[src/logic/nhic_consts.svh]
/*
 * Constants of the flash host interrupt, command and address block:
 * register byte addresses, field positions, reset values, cycle timing.
 * Assumes inclusion by nhic_top.sv, nhic_cycle_gen.sv and the self-checking bench.
 */
`ifndef NHIC_CONSTS_SVH
`define NHIC_CONSTS_SVH

// register byte addresses
`define NHIC_IEN_ADDR    32'hB000D0A8
`define NHIC_STAT_ADDR   32'hB000D0AC
`define NHIC_CMD_ADDR    32'hB000D0B0
`define NHIC_ADDR_ADDR   32'hB000D0B4

// field positions
`define NHIC_XFER_BIT    0
`define NHIC_CODE_BIT    1
`define NHIC_SLOT0_BIT   8
`define NHIC_SLOT1_BIT   9
`define NHIC_RISE_BIT    10
`define NHIC_LVL0_BIT    16
`define NHIC_LVL1_BIT    17
`define NHIC_LVLRB_BIT   18
`define NHIC_LAST_BIT    31

// flag layout and reset values
`define NHIC_FLAG_MASK   11'h703
`define NHIC_IEN_RST     11'h000
`define NHIC_FLAG_RST    11'h000

// flash strobe timing at the core clock rate
`define NHIC_CLK_MHZ     20
`define NHIC_WE_LOW_NS   100
`define NHIC_HOLD_NS     50
`define NHIC_WE_LOW_CYC  ((`NHIC_WE_LOW_NS * `NHIC_CLK_MHZ + 999) / 1000)
`define NHIC_HOLD_CYC    ((`NHIC_HOLD_NS * `NHIC_CLK_MHZ + 999) / 1000)

`endif

[src/logic/nhic_pkg.sv]
/*
 * Types of the flash host interrupt, command and address block.
 * Assumes nothing of its surroundings.
 */
package nhic_pkg;
    // flash bus cycle sequencer states
    typedef enum logic [1:0] {
        NHIC_IDLE,
        NHIC_SETUP,
        NHIC_STROBE,
        NHIC_HOLD
    } nhic_state_t;
endpackage

[src/logic/nhic_top.sv]
/*
 * Flash host interrupt status, interrupt enable, command port and
 * address port, with the cycle generator that drives the flash pins.
 * Assumes a register master on core_clk, event pulses from same-clock
 * logic, and asynchronous ready/busy and card-detect pins.
 */
`timescale 1ns/1ps
`include "nhic_consts.svh"

module nhic_top
    import nhic_pkg::*;
(
    input  wire logic        core_clk,         // core clock, 20 MHz
    input  wire logic        rst_n,            // sync reset, active low
    input  wire logic [31:0] bus_addr,         // register byte address
    input  wire logic [31:0] bus_wdata,        // write data
    input  wire logic        bus_wr,           // write strobe
    input  wire logic        bus_rd,           // read strobe
    output logic      [31:0] bus_rdata,        // read data, cycle after rd
    input  wire logic        xfer_done,        // transfer engine done pulse
    input  wire logic        code_mismatch,    // read code mismatch pulse
    input  wire logic        ready_busy_pin,   // flash ready/busy pin
    input  wire logic        slot0_detect_pin, // slot 0 card detect pin
    input  wire logic        slot1_detect_pin, // slot 1 card detect pin
    output logic             irq,              // interrupt, active high
    output logic             flash_cle,        // command latch enable
    output logic             flash_ale,        // address latch enable
    output logic             flash_we_n,       // flash write strobe
    output logic      [7:0]  flash_io_out,     // flash bus byte
    output logic             flash_io_oe       // flash bus driven
);
    logic [2:0]  pin_s1_r;      // first synchroniser stage
    logic [2:0]  pin_s2_r;      // second stage: rb, slot1, slot0
    logic [2:0]  pin_prev_r;    // previous synchronised levels
    logic [2:0]  warm_r;        // history valid after reset
    logic [10:0] flag_r;
    logic [10:0] flag_nxt;
    logic [10:0] ien_r;
    logic [10:0] event_vec;
    logic [10:0] clr_vec;
    logic        ready_busy_level;
    logic        slot1_detect_level;
    logic        slot0_detect_level;
    logic        ready_rise;
    logic        slot0_change;
    logic        slot1_change;
    logic        wr_ien;
    logic        wr_stat;
    logic        wr_cmd;
    logic        wr_addr;
    logic        gen_busy;
    logic        gen_start;

    // decode of a byte address against one register
    function automatic logic hit(input logic [31:0] a, input logic [31:0] reg_a);
        hit = (a == reg_a);
    endfunction

    assign wr_ien  = bus_wr && hit(bus_addr, `NHIC_IEN_ADDR);
    assign wr_stat = bus_wr && hit(bus_addr, `NHIC_STAT_ADDR);
    assign wr_cmd  = bus_wr && hit(bus_addr, `NHIC_CMD_ADDR);
    assign wr_addr = bus_wr && hit(bus_addr, `NHIC_ADDR_ADDR);

    // pins are asynchronous: two flops before anything looks at them
    always_ff @(posedge core_clk) begin
        if (!rst_n) begin
            pin_s1_r <= 3'h0;
            pin_s2_r <= 3'h0;
        end else begin
            pin_s1_r <= {ready_busy_pin, slot1_detect_pin, slot0_detect_pin};
            pin_s2_r <= pin_s1_r;
        end
    end

    // edge history; warm_r masks the false edge out of reset
    always_ff @(posedge core_clk) begin
        if (!rst_n) begin
            pin_prev_r <= 3'h0;
            warm_r     <= 3'h0;
        end else begin
            pin_prev_r <= pin_s2_r;
            warm_r     <= {warm_r[1:0], 1'b1};
        end
    end

    assign ready_busy_level   = pin_s2_r[2];
    assign slot1_detect_level = pin_s2_r[1];
    assign slot0_detect_level = pin_s2_r[0];
    assign ready_rise   = warm_r[2] && pin_s2_r[2] && !pin_prev_r[2];
    assign slot1_change = warm_r[2] && (pin_s2_r[1] != pin_prev_r[1]);
    assign slot0_change = warm_r[2] && (pin_s2_r[0] != pin_prev_r[0]);

    // hardware events into flag positions
    always_comb begin
        event_vec = 11'h000;
        event_vec[`NHIC_XFER_BIT]  = xfer_done;
        event_vec[`NHIC_CODE_BIT]  = code_mismatch;
        event_vec[`NHIC_RISE_BIT]  = ready_rise;
        // card changes are recorded only while their enable is on
        event_vec[`NHIC_SLOT0_BIT] = slot0_change && ien_r[`NHIC_SLOT0_BIT];
        event_vec[`NHIC_SLOT1_BIT] = slot1_change && ien_r[`NHIC_SLOT1_BIT];
    end

    // write-one-to-clear; an event in the clearing cycle wins
    always_comb begin
        clr_vec  = wr_stat ? bus_wdata[10:0] : 11'h000;
        flag_nxt = ((flag_r & ~clr_vec) | event_vec) & `NHIC_FLAG_MASK;
    end

    // sticky interrupt flags
    always_ff @(posedge core_clk) begin
        if (!rst_n) flag_r <= `NHIC_FLAG_RST;
        else flag_r <= flag_nxt;
    end

    // interrupt enable register; reserved bits stay zero
    always_ff @(posedge core_clk) begin
        if (!rst_n) ien_r <= `NHIC_IEN_RST;
        else if (wr_ien) ien_r <= bus_wdata[10:0] & `NHIC_FLAG_MASK;
    end

    // level interrupt, one flop behind the flags
    always_ff @(posedge core_clk) begin
        if (!rst_n) irq <= 1'b0;
        else irq <= |(flag_r & ien_r);
    end

    // read port: data stands the cycle after the strobe only
    always_ff @(posedge core_clk) begin
        if (!rst_n) begin
            bus_rdata <= 32'h00000000;
        end else if (bus_rd && hit(bus_addr, `NHIC_IEN_ADDR)) begin
            bus_rdata <= {21'h000000, ien_r};
        end else if (bus_rd && hit(bus_addr, `NHIC_STAT_ADDR)) begin
            bus_rdata <= 32'h00000000;
            bus_rdata[10:0] <= flag_r;
            bus_rdata[`NHIC_LVLRB_BIT] <= ready_busy_level;
            bus_rdata[`NHIC_LVL1_BIT]  <= slot1_detect_level;
            bus_rdata[`NHIC_LVL0_BIT]  <= slot0_detect_level;
        end else begin
            // write-only ports, unmapped addresses and idle cycles read zero
            bus_rdata <= 32'h00000000;
        end
    end

    // a port write while a cycle runs is dropped: the bus never waits
    assign gen_start = (wr_cmd || wr_addr) && !gen_busy;

    nhic_cycle_gen u_cycle_gen (
        .core_clk (core_clk),
        .rst_n    (rst_n),
        .start    (gen_start),
        .is_addr  (wr_addr),
        .last     (bus_wdata[`NHIC_LAST_BIT]),
        .data     (bus_wdata[7:0]),
        .busy     (gen_busy),
        .cle_o    (flash_cle),
        .ale_o    (flash_ale),
        .we_n_o   (flash_we_n),
        .io_o     (flash_io_out),
        .io_oe    (flash_io_oe)
    );

    // checks on the status register
    rb_mirror_a: assert property (@(posedge core_clk) disable iff (!rst_n)
        bus_rd && hit(bus_addr, `NHIC_STAT_ADDR)
        |=> bus_rdata[`NHIC_LVLRB_BIT] == $past(pin_s2_r[2]))
        else $error("status ready level does not follow the pin");

    slot1_level_a: assert property (@(posedge core_clk) disable iff (!rst_n)
        bus_rd && hit(bus_addr, `NHIC_STAT_ADDR)
        |=> bus_rdata[`NHIC_LVL1_BIT] == $past(pin_s2_r[1]))
        else $error("status slot 1 level does not follow the pin");

    slot0_level_a: assert property (@(posedge core_clk) disable iff (!rst_n)
        bus_rd && hit(bus_addr, `NHIC_STAT_ADDR)
        |=> bus_rdata[`NHIC_LVL0_BIT] == $past(pin_s2_r[0]))
        else $error("status slot 0 level does not follow the pin");

    rise_flag_a: assert property (@(posedge core_clk) disable iff (!rst_n)
        warm_r[2] && pin_s2_r[2] && !pin_prev_r[2]
        |=> flag_r[`NHIC_RISE_BIT])
        else $error("ready rising edge not flagged");

    rise_quiet_a: assert property (@(posedge core_clk) disable iff (!rst_n)
        !flag_r[`NHIC_RISE_BIT] && !(pin_s2_r[2] && !pin_prev_r[2])
        |=> !flag_r[`NHIC_RISE_BIT])
        else $error("ready flag set without a rising edge");

    w1c_clear_a: assert property (@(posedge core_clk) disable iff (!rst_n)
        wr_stat && bus_wdata[`NHIC_XFER_BIT] && !xfer_done
        |=> !flag_r[`NHIC_XFER_BIT])
        else $error("write of one did not clear the done flag");

    no_sw_set_a: assert property (@(posedge core_clk) disable iff (!rst_n)
        wr_stat && !flag_r[`NHIC_CODE_BIT] && !code_mismatch
        |=> !flag_r[`NHIC_CODE_BIT])
        else $error("software write set the mismatch flag");

    set_wins_a: assert property (@(posedge core_clk) disable iff (!rst_n)
        wr_stat && bus_wdata[`NHIC_XFER_BIT] && xfer_done
        |=> flag_r[`NHIC_XFER_BIT])
        else $error("done event lost against a clear");

    slot1_gate_a: assert property (@(posedge core_clk) disable iff (!rst_n)
        !ien_r[`NHIC_SLOT1_BIT] && !flag_r[`NHIC_SLOT1_BIT]
        |=> !flag_r[`NHIC_SLOT1_BIT])
        else $error("slot 1 change recorded while disabled");

    slot0_gate_a: assert property (@(posedge core_clk) disable iff (!rst_n)
        !ien_r[`NHIC_SLOT0_BIT] && !flag_r[`NHIC_SLOT0_BIT]
        |=> !flag_r[`NHIC_SLOT0_BIT])
        else $error("slot 0 change recorded while disabled");

    slot0_seen_a: assert property (@(posedge core_clk) disable iff (!rst_n)
        ien_r[`NHIC_SLOT0_BIT] && warm_r[2] && (pin_s2_r[0] != pin_prev_r[0])
        |=> flag_r[`NHIC_SLOT0_BIT])
        else $error("enabled slot 0 change not recorded");

    code_flag_a: assert property (@(posedge core_clk) disable iff (!rst_n)
        code_mismatch |=> flag_r[`NHIC_CODE_BIT])
        else $error("code mismatch not flagged");

    done_flag_a: assert property (@(posedge core_clk) disable iff (!rst_n)
        xfer_done |=> flag_r[`NHIC_XFER_BIT])
        else $error("transfer completion not flagged");

    // checks on the interrupt output
    irq_level_a: assert property (@(posedge core_clk) disable iff (!rst_n)
        ##1 irq == $past(|(flag_r & ien_r)))
        else $error("interrupt does not follow enabled flags");

    done_gate_a: assert property (@(posedge core_clk) disable iff (!rst_n)
        flag_r[`NHIC_XFER_BIT] && !ien_r[`NHIC_XFER_BIT]
        && ((flag_r & ien_r) == 11'h000) |=> !irq)
        else $error("disabled done flag raised the interrupt");

    code_gate_a: assert property (@(posedge core_clk) disable iff (!rst_n)
        flag_r[`NHIC_CODE_BIT] && ien_r[`NHIC_CODE_BIT] |=> irq)
        else $error("enabled mismatch flag missed the interrupt");

    // checks on the flash cycles
    cmd_cycle_a: assert property (@(posedge core_clk) disable iff (!rst_n)
        wr_cmd && !gen_busy
        |=> flash_cle && flash_io_oe && flash_io_out == $past(bus_wdata[7:0])
        ##1 !flash_we_n ##[1:4] flash_we_n && flash_cle)
        else $error("command write did not produce a command cycle");

    addr_cycle_a: assert property (@(posedge core_clk) disable iff (!rst_n)
        wr_addr && !gen_busy
        |=> flash_ale && !flash_cle && flash_io_out == $past(bus_wdata[7:0])
        ##1 !flash_we_n ##[1:4] flash_we_n && flash_ale)
        else $error("address write did not produce an address cycle");

    cycle_ends_a: assert property (@(posedge core_clk) disable iff (!rst_n)
        gen_start |-> ##[3:8] !gen_busy)
        else $error("flash cycle did not finish");
endmodule

[src/logic/nhic_cycle_gen.sv]
/*
 * Flash bus cycle generator: one command or address cycle per start,
 * with the address latch enable held across a multi-byte address.
 * Assumes start only while busy is low; all inputs on core_clk.
 */
`timescale 1ns/1ps
`include "nhic_consts.svh"

module nhic_cycle_gen
    import nhic_pkg::*;
(
    input  wire logic       core_clk,   // core clock
    input  wire logic       rst_n,      // sync reset, active low
    input  wire logic       start,      // begin one cycle
    input  wire logic       is_addr,    // address cycle, else command
    input  wire logic       last,       // final address byte
    input  wire logic [7:0] data,       // byte to place on the bus
    output logic            busy,       // cycle in progress
    output logic            cle_o,      // command latch enable
    output logic            ale_o,      // address latch enable
    output logic            we_n_o,     // write strobe, active low
    output logic [7:0]      io_o,       // bus byte
    output logic            io_oe       // bus driven
);
    nhic_state_t state_r;
    logic [3:0]  cnt_r;
    logic        ale_hold_r;
    logic        cur_addr_r;
    logic        cur_last_r;
    logic        done;

    assign busy = (state_r != NHIC_IDLE);
    assign done = (state_r == NHIC_HOLD) && (cnt_r == 4'h0);

    // sequencer and its strobe counter
    always_ff @(posedge core_clk) begin
        if (!rst_n) begin
            state_r <= NHIC_IDLE;
            cnt_r   <= 4'h0;
        end else begin
            unique case (state_r)
                NHIC_IDLE: if (start) state_r <= NHIC_SETUP;
                NHIC_SETUP: begin
                    state_r <= NHIC_STROBE;
                    cnt_r   <= 4'(`NHIC_WE_LOW_CYC - 1);
                end
                NHIC_STROBE: begin
                    if (cnt_r == 4'h0) begin
                        state_r <= NHIC_HOLD;
                        cnt_r   <= 4'(`NHIC_HOLD_CYC - 1);
                    end else begin
                        cnt_r <= cnt_r - 4'h1;
                    end
                end
                NHIC_HOLD: begin
                    if (cnt_r == 4'h0) state_r <= NHIC_IDLE;
                    else cnt_r <= cnt_r - 4'h1;
                end
            endcase
        end
    end

    // address latch hold: first non-final byte opens it, final closes it
    always_ff @(posedge core_clk) begin
        if (!rst_n) begin
            ale_hold_r <= 1'b0;
            cur_addr_r <= 1'b0;
            cur_last_r <= 1'b0;
        end else if (start && !busy) begin
            cur_addr_r <= is_addr;
            cur_last_r <= last;
            if (is_addr && !last) ale_hold_r <= 1'b1;
        end else if (done && cur_addr_r && cur_last_r) begin
            ale_hold_r <= 1'b0;
        end
    end

    // pin drivers, all registered
    always_ff @(posedge core_clk) begin
        if (!rst_n) begin
            cle_o  <= 1'b0;
            ale_o  <= 1'b0;
            we_n_o <= 1'b1;
            io_o   <= 8'h00;
            io_oe  <= 1'b0;
        end else if (start && !busy) begin
            cle_o <= !is_addr;
            ale_o <= is_addr || ale_hold_r;
            io_o  <= data;
            io_oe <= 1'b1;
        end else if (state_r == NHIC_SETUP) begin
            we_n_o <= 1'b0;
        end else if (state_r == NHIC_STROBE && cnt_r == 4'h0) begin
            we_n_o <= 1'b1; // flash latches on this rising edge
        end else if (done) begin
            cle_o <= 1'b0;
            io_oe <= 1'b0;
            // final byte drops the latch enable once it has gone out
            ale_o <= ale_hold_r && !(cur_addr_r && cur_last_r);
        end
    end

    last_ale_low_a: assert property (@(posedge core_clk) disable iff (!rst_n)
        done && cur_addr_r && cur_last_r |=> !ale_o && !ale_hold_r)
        else $error("latch enable still high after final address byte");
    open_ale_a: assert property (@(posedge core_clk) disable iff (!rst_n)
        start && !busy && is_addr && !last |=> ale_o ##1 ale_hold_r && !we_n_o)
        else $error("latch enable not raised by non-final address byte");
endmodule

[config.mk]
export PLATFORM = sky130hd
export DESIGN_NAME = nhic_top
export DESIGN_NICKNAME = d
export VERILOG_FILES = /design/src/logic/nhic_pkg.sv /design/src/logic/nhic_top.sv /design/src/logic/nhic_cycle_gen.sv
export VERILOG_INCLUDE_DIRS = /design/src /design/src/logic
export SDC_FILE = /design/constraint.sdc
export NUM_CORES = 1
export LEC_CHECK = 0
export ABC_AREA = 1
export BUFFER_PORTS_ARGS = -buffer_cell sky130_fd_sc_hd__buf_4
export CAP_MARGIN = 20
export CORE_ASPECT_RATIO = 0.8
export CORE_MARGIN = 5
export CORE_UTILIZATION = 48
export CTS_BUF_LIST = sky130_fd_sc_hd__clkbuf_2 sky130_fd_sc_hd__clkbuf_4 sky130_fd_sc_hd__clkbuf_8
export CTS_CLUSTER_SIZE = 25
export DETAILED_ROUTE_END_ITERATION = 6
export GPL_ROUTABILITY_DRIVEN = 0
export PLACE_DENSITY = 0.83
export SLEW_MARGIN = 40
export SYNTH_ARGS = -nofsm -noshare
export SYNTH_HDL_FRONTEND = slang
export SYNTH_SLANG_ARGS = --single-unit
[constraint.sdc]
create_clock -name core_clk -period 1.9 [get_ports core_clk]
set_input_delay 0.19 -clock core_clk [delete_from_list [all_inputs] [get_ports core_clk]]
set_output_delay 0.19 -clock core_clk [all_outputs]
set_load 0.02 [all_outputs]
Word level (Yosys, flattened, before mapping)
Cells that the tools add are included.
- output and inout bits: 45
- register bits after elaboration: 64
- bits of input ports: 73
- eq/ne operators: 16
- reductions and logical operators: 42
- muxes and demuxes: 25
- bitwise gates (word level): 7
- add/subtract/negate cells: 1
- operators by type and width (kind ; number):
    32-bit equality test (second input constant) ; 4
    11-bit 2-to-1 mux ; 3
    11-bit AND ; 2
    1-bit logical AND ; 21
    1-bit 2-to-1 mux ; 15
    4-bit case mux with 3 select lines ; 1
    11-bit NOT ; 1
    11-bit OR ; 1
    11-bit OR reduction ; 1
    4-bit 2-to-1 mux ; 2
    2-bit by 1-bit != test with 1-bit output (second input constant) ; 4
    2-bit case mux with 4 select lines ; 1
    2-bit nonzero test ; 4
    2-bit 2-to-1 mux ; 3
    2-bit != test (second input constant) ; 3
    2-bit AND reduction ; 3
    3-bit AND reduction ; 2
    1-bit zero test ; 5
    2-bit equality test (second input constant) ; 2
    4-bit zero test ; 1
    4-bit by 1-bit subtractor with 4-bit output (second input constant) ; 1
    1-bit NOT ; 3
    3-bit nonzero test ; 1
    3-bit OR reduction ; 1
    4 further kinds ; 6

Depth between registers and ports, before layout
Gate-level depths: netlist of the first run.
- depth in word-level cells: 7
- depth in mapped cells: 11
- depth with buffers taken out: 11

Hierarchy
From an unflattened synthesis of the first run, not the netlist that was laid out.
- cells, all modules: 356
- area, all modules: 2585.0 sq um
- by module, submodules not included (module ; area an instance (sq um) ; times used ; sequential area each (sq um) ; cells an instance):
    nhic_top ; 1621.6 ; 1 ; 620.6 ; 223
    nhic_cycle_gen ; 963.4 ; 1 ; 420.4 ; 133

Least setup slack after synthesis of the first run
No wires, ideal clock.
- kind: flip-flop to flip-flop
- from: reg u_cycle_gen.cnt_r[0]
- to: reg u_cycle_gen.cnt_r[3]
- stages on the path, launching flop included: 11
- slack: 0.439 ns
- arrival time: 1.347 ns
- required time: 1.786 ns
- clock period less this slack: 1.461 ns
- cells stage by stage: dfxtp_1 -> inv_1 -> ha_1 -> inv_1 -> nor3_1 -> nand2_1 -> o21ai_2 -> inv_1 -> nand4_1 -> xor2_1 -> nor2_1
- longest elaborated chain between the ends: 3
- RTL lines (element ; RTL line ; text):
    from (decl) ; nhic_cycle_gen.sv:26 ; logic [3:0] cnt_r;
    from (signal assigned) ; nhic_cycle_gen.sv:45 ; cnt_r <= 4'(`NHIC_WE_LOW_CYC - 1);
    from (signal assigned) ; nhic_cycle_gen.sv:50 ; cnt_r <= 4'(`NHIC_HOLD_CYC - 1);
    from (signal assigned) ; nhic_cycle_gen.sv:52 ; cnt_r <= cnt_r - 4'h1;
    4-bit by 1-bit subtractor with 4-bit output / 4-bit zero test (equally long branches) ; -- ;
    4-bit 2-to-1 mux (tied with other cells) ; nhic_cycle_gen.sv:56 ; if (cnt_r == 4'h0) state_r <= NHIC_IDLE;
    4-bit case mux with 3 select lines / 2-bit AND reduction (equally long branches) ; -- ;
Several ways; a longest one is shown, not always the timed one. The select of a mux whose other input is x is not followed.
A chain may end at the register's enable or synchronous reset.

Worst setup path after layout of the first run
Ends and elaborated chain as after synthesis.

==> results of run 1 <==
==> layout make-up <==
cell class / instances / area (um2)
fillers: 448 / 1910
flip-flops and latches: 52 / 1040
multi-input cells: 218 / 1040
repair buffers: 74 / 556
inverters: 66 / 249
well taps: 62 / 77.6
clock buffers: 5 / 68.8
clock inverters: 3 / 42.5
==> worst max-delay path by stage <==
stage                      endpoint  slack [ps]  depth (start not counted)
2_1_floorplan  u_cycle_gen.cnt_r[3]         440                         10
3_3_place_gp   u_cycle_gen.cnt_r[3]         290                         10
6_report       u_cycle_gen.cnt_r[3]         100                         10
5_1_grt        u_cycle_gen.cnt_r[3]          10                         10
3_5_place_dp   u_cycle_gen.cnt_r[3]         190                         10
4_1_cts        u_cycle_gen.cnt_r[3]         150                         10
==> critical path, delay by kind of cell (launching register included) <==
family | cells | cell delay, ps
buf+inv | 3 | 280
fa+ha+maj | 1 | 200
compound gates | 1 | 140
flops | 1 | 320
simple gates | 4 | 590
xor+xnor | 1 | 160
==> power by group through the flow <==
| stage | Combinational (mW) | Clock (mW) | Sequential [mW] |
|---|---|---|---|
| 3_3_place_gp | 0.669 | 0 | 1.24 |
| 6_report | 0.720 | 0.752 | 1.22 |
| 2_1_floorplan | 0.539 | 0 | 1.24 |
| 3_5_place_dp | 0.709 | 0 | 1.24 |
| 5_1_grt | 0.812 | 0.808 | 1.23 |
| 4_1_cts | 0.716 | 0.761 | 1.22 |
==> flip-flops by register name, indices dropped and copies added, names as in the netlist, 2 cells and up <==
signal / cells
bus_rdata: 8
u_cycle_gen.state_r: 2
ien_r: 5
u_cycle_gen.io_o: 8
pin_s1_r: 3
u_cycle_gen.cnt_r: 4
flag_r: 5
pin_s2_r: 3
pin_prev_r: 3
warm_r: 3
==> routing by layer <==
layer | wire, um | share of wire [%] | vias up
met5 | 0 | 0 | -
li1 | - | - | 1154
met2 | 2450 | 46 | 83
met3 | 583 | 11 | 4
met1 | 2310 | 43 | 975
met4 | 34 | 0.63 | 0
==> kinds of logic after synthesis <==
family / after synthesis / synth area share, %
buffers and inverters: 96 / 19.0
adder cells (fa/ha/maj): 6 / 3.05
AO/OA/AOI/OAI: 50 / 11.1
flip-flops: 52 / 42.3
XOR/XNOR: 1 / 0.356
AND/OR/NAND/NOR: 137 / 24.0
other: 1 / 0.153
==> Yosys cell counts <==
cell type	count	area, um2
clkbuf_1	3	11.3
nor3_1	7	35.0
dfxtp_1	52	1040
nand3_1	14	70.1
inv_1	63	236
conb_1	1	3.75
nand3b_1	1	7.51
buf_6	2	22.5
a211oi_1	1	7.51
nor2_4	1	11.3
nand4_1	5	31.3
nand2_2	2	12.5
nand2_1	67	251
xor2_1	1	8.76
clkinv_2	1	5.00
a21oi_2	2	17.5
inv_2	2	7.51
a221oi_1	2	17.5
ha_1	6	75.1
o21ai_2	1	8.76
or2_1	1	6.26
a21oi_1	21	105
o22ai_1	1	6.26
buf_2	1	5.00
o21ai_0	22	110
buf_4	24	180
nand3_2	2	20.0
nor2_2	2	12.5
nor2_1	35	131
==> through the flow <==
| stage | instance area [um2] | utilization [%] | setup slack, ps | power, mW | hold slack, ps |
|---|---|---|---|---|---|
| 3_5_place_dp | 2960 | 59.4 | 192 | 1.95 | 380 |
| 4_1_cts | 3070 | 61.7 | 146 | 2.69 | 70.4 |
| 3_3_place_gp | 2960 | 59.4 | 294 | 1.90 | 371 |
| 2_1_floorplan | 2540 | - | 439 | 1.78 | 218 |
| 5_1_grt | 3070 | 61.7 | 9.97 | 2.85 | 73.9 |
| 6_report | 3070 | 61.7 | 103 | 2.69 | 69.6 |
==> reports/summary.txt, run 1 <==
Fin. Hold Viols -> 0
H-tree levels -> 2
vias per cell -> 4.62
Worst slew margin -> 57.4%
net switching power -> 859 uW
Clk Latency, worst-skew pair -> 300 ps
RSZ-0062 raised after global routing -> no
sw frac -> 31.9%
Diodes inserted -> 0
detailed-route wire length per cell -> 11.2 um
internal reg-to-reg setup slack -> 100 ps
Core Region -> 4980 um2
first-pass GRT wire length -> 9110 um
postcts setup bufs -> 0
Tot GR Track Use -> 16.5%
Post-CTS Resized -> 0
register area share after synthesis -> 42.3%
met1 Use GR -> 19.9%
Die Footprint -> 6660 um2
vias in the first global route -> 2105
placed wire-length estimate -> 4120 um
vias -> 2216
GR Layer Usage met2 -> 27.5%
Reg power frac -> 45.3%
clock network power share -> 28.0%
clk buf depth -> 2
io pins -> 118
critical path arrival -> 1990 ps
CP startpoint -> u_cycle_gen.cnt_r[0]
CTS Sinks -> 52
reg2reg end -> u_cycle_gen.cnt_r[3]
drc violations -> 0
cts hold-fix bufs -> 0
part of the cycle the worst path needs -> 94.6%
R2R depth -> 10
Clock Tree Root -> clkbuf_8
Unique masters post-synth -> 29
Worst Clk Skew -> 12.3 ps
Die Ht -> 74.0 um
final wirelength -> 5380 um
Setup-failing EPs final -> 0
layout cells sized above 1 -> 22.7%
Crit Path Category -> register to register
Top cell by count, worst path -> inv_1
Power Density -> 876 nW/um2
fin nets -> 496
mapped cell area -> 2460 um2
CP Max Fanout -> 6
row count -> 23
critical path endpoint category -> register
Area Overhead vs Synth -> 24.9%
worst vdd ir -> 0.716 mV
DRT Pass-1 Iters -> 4
DRT iter0 DRCs -> 106
crit path cell chain -> inv_1 > ha_1 > inv_1 > nor3_1 > nand2_1 > o21ai_2 > inv_1 > nand4_1 > xor2_1 > nor2_1
CTS Buf Count -> 5
Setup Total Neg Slack -> 0 ps
Max Slew Vio Count -> 0
status -> finished, final reports clean
max-cap violations -> 0
Leakage Power -> 1.59 nW
number of synthesized register bits -> 52
CP startpoint kind -> register
met3 GRT Util -> 6.67%
synthesis warning total -> 0
Starting Density -> 49.4%
Die X-Extent -> 90.0 um
worst r2r src -> u_cycle_gen.cnt_r[0]
syn_area_per_cell -> 7.17 um2
Crit path required time -> 2100 ps
port bufs -> 73
Final ANT Viol Nets -> 0
max incr delay on CP -> 320 ps
initial antenna violation count -> 0
GRT Residual Overflow -> 0
fin crit period -> 1800 ps
fin cells -> 480
clock transition at the registers of the reported paths -> 100 ps
Worst Tran Pin Value -> 639 ps
CTS tree -> done
largest net degree at the start of global routing -> 26
hold_sp -> slot0_detect_pin
Inst Count DP -> 472
GRT busiest layer -> met2
Power Internal -> 1.83 mW
Min-Delay Endpoint -> pin_s1_r[0]
Logic pwr share -> 26.8%
Fmax -> 0.556 GHz
commonest non-fill, non-tap cell in the layout -> buf_4
Slowest-stage cell, CP -> dfxtp_1
Hold Path Depth -> 3
most frequent cells in the layout -> 74 x buf_4, 67 x nand2_1, 63 x inv_1, 52 x dfxtp_1, 35 x nor2_1
Mapped Cells -> 343
Hold Crit Class -> input pin to register
(Power assumes the default switching activity.)
==> inputs of run 2 (changes only) <==
--- a/config.mk
+++ b/config.mk
@@ -9,7 +9,7 @@
 export ABC_AREA = 1
 export BUFFER_PORTS_ARGS = -buffer_cell sky130_fd_sc_hd__buf_4
 export CAP_MARGIN = 20
-export CORE_ASPECT_RATIO = 0.8
+export CORE_ASPECT_RATIO = 1.1
 export CORE_MARGIN = 5
 export CORE_UTILIZATION = 48
 export CTS_BUF_LIST = sky130_fd_sc_hd__clkbuf_2 sky130_fd_sc_hd__clkbuf_4 sky130_fd_sc_hd__clkbuf_8
==> run 2 against run 1 <==
Setup slack better by 170 ps. Design area shrank 0.86%. Sequential power about the same. First-iteration DRC count down 9.4%. Die area is 0.11% lower. Final cell count decreased by 1.0%. Wire length fell by 6.0%. Maximum frequency increased by 11%. Critical endpoint unchanged.
==> reports/summary.txt, run 2 (synthesized netlist as in run 1, its figures left out) <==
Setup Total Neg Slack -> 0 ps
crit path cell chain -> inv_1 > ha_1 > inv_1 > nor3_2 > nand2_1 > o21ai_2 > inv_1 > nand4_1 > xor2_1 > nor2_1
Layout fillers -> 468
part of the cycle the worst path needs -> 85.6%
Diodes inserted -> 0
family with the most delay on the worst path -> simple AND/OR/NAND/NOR gates
detailed-route wire length per cell -> 10.7 um
Slowest-stage cell, CP -> dfxtp_1
io pins -> 118
CTS tree -> done
Clock Tree Root -> clkbuf_8
Die X-Extent -> 78.2 um
placed wire-length estimate -> 3960 um
Clk Latency, worst-skew pair -> 300 ps
commonest non-fill, non-tap cell in the layout -> buf_4
DRT Pass-1 Iters -> 4
vias -> 2179
Area Overhead vs Synth -> 23.8%
max-cap violations -> 0
Core Region -> 5000 um2
CTS Sinks -> 52
max incr delay on CP -> 310 ps
largest registers -> bus_rdata (8), u_cycle_gen.io_o (8)
Power Density -> 845 nW/um2
Starting Density -> 49.2%
Die Ht -> 85.1 um
GRT Residual Overflow -> 0
status -> finished, final reports clean
row count -> 27
CTS Buf Count -> 5
Max Slew Vio Count -> 0
final wirelength -> 5060 um
CP Max Fanout -> 6
clock transition at the registers of the reported paths -> 90 ps
cts hold-fix bufs -> 0
Worst Clk Skew -> 6.41 ps
Worst Tran Pin Value -> 649 ps
Fmax -> 0.615 GHz
placed inst area -> 2950 um2
Crit Path Category -> register to register
Top cell by count, worst path -> inv_1
H-tree levels -> 2
vias per cell -> 4.59
clk buf depth -> 2
initial antenna violation count -> 0
worst vdd ir -> 0.657 mV
first-pass GRT wire length -> 8460 um
Hold Crit Class -> input pin to register
port bufs -> 73
fin nets -> 495
Place WS -> 229 ps
Crit path required time -> 2100 ps
vias in the first global route -> 2014
Final ANT Viol Nets -> 0
Die Footprint -> 6660 um2
CP startpoint -> u_cycle_gen.cnt_r[0]
Tot GR Track Use -> 15.4%
fin crit period -> 1630 ps
Worst slew margin -> 56.7%
CP startpoint kind -> register
layout cells sized above 1 -> 22.8%
hold_sp -> slot0_detect_pin
largest net degree at the start of global routing -> 26
CP bufs+invs -> 3
drc violations -> 0
Final Worst Setup Slack -> 274 ps
Setup-failing EPs final -> 0
Fin. Hold Viols -> 0
RSZ-0062 raised after global routing -> no
Leakage Power -> 1.58 nW
critical path endpoint category -> register
Final Cell Area -> 3040 um2
most frequent cells in the layout -> 73 x buf_4, 67 x nand2_1, 63 x inv_1, 52 x dfxtp_1, 35 x nor2_1
postcts setup bufs -> 0
worst r2r src -> u_cycle_gen.cnt_r[0]
critical path arrival -> 1830 ps
DRT iter0 DRCs -> 96
==> run 2: worst paths after layout <==
check                          to  depth (start not counted)  slack (ps)
max          u_cycle_gen.cnt_r[3]                         10         270
min                   pin_s1_r[0]                          3          60
max reg2reg  u_cycle_gen.cnt_r[3]                         10         270
min reg2reg           pin_s2_r[0]                          2         420
==> run 2: tightest hold or removal path, delay by kind of cell <==
kind	cells	cell delay, ps
buffers and inverters	2	110
and+or+nand+nor	1	40
==> run 2: cell type report <==
cell class              count  area (um2)  share of cell area, %
well taps                  58        72.6                   2.38
clock buffers               6        76.3                   2.51
multi-input cells         218        1040                   34.2
repair buffers             73         548                   18.0
inverters                  66         249                   8.18
flip-flops and latches     52        1040                   34.2
clock inverters             2        16.3                  0.534
==> run 2: report_power, final <==
part | leakage, nW | internal, mW | switching [mW]
Sequential | 0.423 | 1.17 | 0.0470
Combinational | 1.11 | 0.278 | 0.443
Clock | 0.0448 | 0.277 | 0.359
Total | 1.58 | 1.72 | 0.850
==> run 2: through the flow <==
| step | instances | util, % | power, mW | hold slack (ps) |
|---|---|---|---|---|
| after floorplan | 366 | - | 1.78 | 218 |
| after global placement | 467 | 58.9 | 1.90 | 376 |
| after detailed placement | 467 | 58.9 | 1.94 | 375 |
| after CTS | 475 | 60.8 | 2.58 | 51.9 |
| after global routing | 475 | 60.9 | 2.77 | 43.0 |
| final | 475 | 60.9 | 2.57 | 60.3 |
==> run 2: what timing repair did <==
| item | in CTS | in global routing |
|---|---|---|
| setup endpoints to repair | 0 | 1 |
| resized for setup | 0 | 1 |
| hold endpoints to repair | 0 | 0 |
==> run 2: layer usage <==
layer  global-route usage (%)  vias to the layer above  part of all wire, %
li1                         -                     1148                    -
met2                     27.6                       69                   49
met5                        0                        -                    0
met1                     17.3                      954                   41
met4                     5.88                        0                  1.5
met3                     4.35                        8                  8.3
==> inputs of run 3 (changes only) <==
--- a/config.mk
+++ b/config.mk
@@ -16,8 +16,9 @@
 export CTS_CLUSTER_SIZE = 25
 export DETAILED_ROUTE_END_ITERATION = 6
 export GPL_ROUTABILITY_DRIVEN = 0
-export PLACE_DENSITY = 0.83
+export PLACE_DENSITY = 0.82
 export SLEW_MARGIN = 40
 export SYNTH_ARGS = -nofsm -noshare
 export SYNTH_HDL_FRONTEND = slang
+export SYNTH_HIERARCHICAL = 1
 export SYNTH_SLANG_ARGS = --single-unit
==> run 3 against run 2 <==
Die area up 4.5%. Via count up 6.6%. Global-route usage up 0.99 points. Sequential share of layout area down 2.2 points. Sequential cell count unchanged. Critical endpoint is now u_cycle_gen/cle_o.
==> reports/summary.txt, run 3 <==
Mapped Cells -> 356
register area share after synthesis -> 40.3%
cts hold-fix bufs -> 0
port bufs -> 73
postcts setup bufs -> 0
commonest non-fill, non-tap cell in the layout -> buf_4
Power Density -> 779 nW/um2
Die Ht -> 87.0 um
Fin. Hold Viols -> 0
clock network power share -> 25.9%
fin crit period -> 1760 ps
largest net degree at the start of global routing -> 34
first-pass GRT wire length -> 9100 um
Min-Delay Endpoint -> pin_s1_r[0]
Reg power frac -> 47.9%
drc violations -> 0
final wirelength -> 5640 um
mux contribution to synthesized area -> 0%
clock transition at the registers of the reported paths -> 100 ps
largest registers -> bus_rdata (8), u_cycle_gen/io_o (8)
Compound-Gate Fraction of Synth Area -> 7.12%
Leakage Power -> 1.59 nW
largest family of logic cells by synthesized area -> simple AND/OR/NAND/NOR gates
worst r2r src -> u_cycle_gen/state_r[0]
vias in the first global route -> 2174
syn_area_per_cell -> 7.26 um2
post-synthesis xor/xnor area fraction -> 0%
Layout fillers -> 494
total power -> 2.53 mW
CP startpoint -> u_cycle_gen/state_r[0]
detailed-route wire length per cell -> 11.0 um
CTS Sinks -> 52
status -> finished, final reports clean
RSZ-0062 raised after global routing -> no
Synth area leader -> dfxtp_1
clk buf depth -> 2
CP Max Fanout -> 4
max-cap violations -> 0
DRT iter0 DRCs -> 136
Hold Path Depth -> 3
Crit path required time -> 2140 ps
Tot GR Track Use -> 16.4%
number of flops mapped to enable cells by yosys -> 0
area occupied by multi-input gates -> 1280 um2
sw frac -> 32.9%
Area Overhead vs Synth -> 25.9%
CTS tree -> done
Die Footprint -> 6950 um2
layout cells sized above 1 -> 27.4%
post-layout util -> 61.5%
fin nets -> 514
Final Cell Area -> 3250 um2
Diodes inserted -> 0
Clock Tree Root -> clkbuf_8
io pins -> 118
GRT Residual Overflow -> 0
part of the cycle the worst path needs -> 92.6%
synthesis warning total -> 6
initial antenna violation count -> 0
Clk Latency, worst-skew pair -> 300 ps
Unique masters post-synth -> 29
Starting Density -> 48.9%
top_reg_cell synth -> dfxtp_1
vias per cell -> 4.55
top-area cell type share of the netlist area -> 40.3%
Max Slew Vio Count -> 0
number of synthesized register bits -> 52
largest cells by area after synthesis -> dfxtp_1 40%, nand2_1 10%, nor2_1 8.1%, buf_4 7.0%, inv_1 5.2%
row count -> 28
critical path arrival -> 2000 ps
count leader, synth -> nand2_1
Hold Crit Class -> input pin to register
Fmax -> 0.568 GHz
placed inst area -> 3150 um2
internal reg-to-reg setup slack -> 140 ps
CP startpoint kind -> register
net switching power -> 834 uW
simple-gate share of the synthesized area -> 35.1%
most frequent cells after synthesis -> 70 x nand2_1, 56 x nor2_1, 52 x dfxtp_1, 36 x inv_1, 24 x buf_4
worst vdd ir -> 0.597 mV
Async S/R FF share, synth -> 0%
Synth Area in Adders -> 3.39%
Crit Path Category -> register to register
Power Internal -> 1.70 mW
CTS Buf Count -> 5
Die X-Extent -> 80.0 um
placed wire-length estimate -> 4460 um
critical path endpoint category -> register
vias -> 2323
Logic pwr share -> 26.2%
most frequent cells in the layout -> 78 x buf_4, 70 x nand2_1, 55 x nor2_1, 52 x dfxtp_1, 35 x inv_1
R2R depth -> 8
Core Region -> 5290 um2
Setup-failing EPs final -> 0
mapped cell area -> 2580 um2
hold_sp -> slot0_detect_pin
Final ANT Viol Nets -> 0
reg2reg end -> u_cycle_gen/cle_o
DRT Pass-1 Iters -> 5
H-tree levels -> 2
Reg area -> 1040 um2
Worst Clk Skew -> 4.93 ps
[run 3: cell types whose count changed after synthesis, moves of 5 or more]
cell	change
nor2_1	+21
inv_1	-27
o21ai_0	-10
nand3_1	+5
nand3b_1	+7
nor2_2	+7
[run 3: power by group through the flow]
stage | logic, mW | registers (mW) | clock network [mW]
5_1_grt | 0.760 | 1.23 | 0.728
6_report | 0.663 | 1.21 | 0.656
3_3_place_gp | 0.628 | 1.23 | 0
3_5_place_dp | 0.651 | 1.24 | 0
2_1_floorplan | 0.478 | 1.24 | 0
4_1_cts | 0.660 | 1.21 | 0.674
[run 3: kinds of logic after synthesis]
family          count (synthesis)
compound gates                 36
fa+ha+maj                       7
buf+inv                        72
flops                          52
other cells                     1
simple gates                  188
[run 3: worst max-delay path: stages (launching register included)]
cell and delay (ps):
dfxtp_1 360, inv_1 130, ha_2 240, inv_2 50, nor3_2 210, nand2_2 120
or2_4 260, or2_0 200, a21oi_1 140
[run 3: stage by stage]
step	hold slack [ps]	cells	setup TNS [ps]	setup slack, ps
5_1_grt	50.9	510	0	27.4
4_1_cts	50.5	510	0	61.9
6_report	59.2	510	0	141
2_1_floorplan	218	379	0	141
3_3_place_gp	373	502	-36.2	-22.7
3_5_place_dp	377	502	-194	-96.9
[run 3: final cells by class]
cell class,count,area share (%)
Multi-Input combinational cell,255,39.3
Inverter,42,4.84
Clock inverter,3,0.846
Timing Repair Buffer,78,18.0
Tap cell,75,2.88
Sequential cell,52,32.0
Clock buffer,5,2.11
[run 3: metal layers]
metal | wire length, um | global-route usage [%] | vias to the layer above
li1 | - | - | 1214
met1 | 2090 | 17.5 | 1034
met2 | 3090 | 31.3 | 69
met3 | 395 | 4.35 | 6
met4 | 57 | 4.76 | 0
met5 | 0 | 0 | -
[run 3: how the worst max path moves through the flow]
stage,endpoint,slack [ps],depth (start not counted)
3_5_place_dp,u_cycle_gen/ale_hold_r,-100,12
2_1_floorplan,u_cycle_gen/cle_o,140,10
4_1_cts,u_cycle_gen/ale_hold_r,60,9
3_3_place_gp,u_cycle_gen/ale_hold_r,-20,12
6_report,u_cycle_gen/cle_o,140,8
5_1_grt,u_cycle_gen/we_n_o,30,10
[run 3: repair_timing]
| item | in CTS | in global routing |
|---|---|---|
| hold endpoints to repair | 0 | 0 |
| endpoints found under the setup margin | 1 | 4 |
| cloned | 0 | 0 |
| gates resized for setup | 1 | 3 |
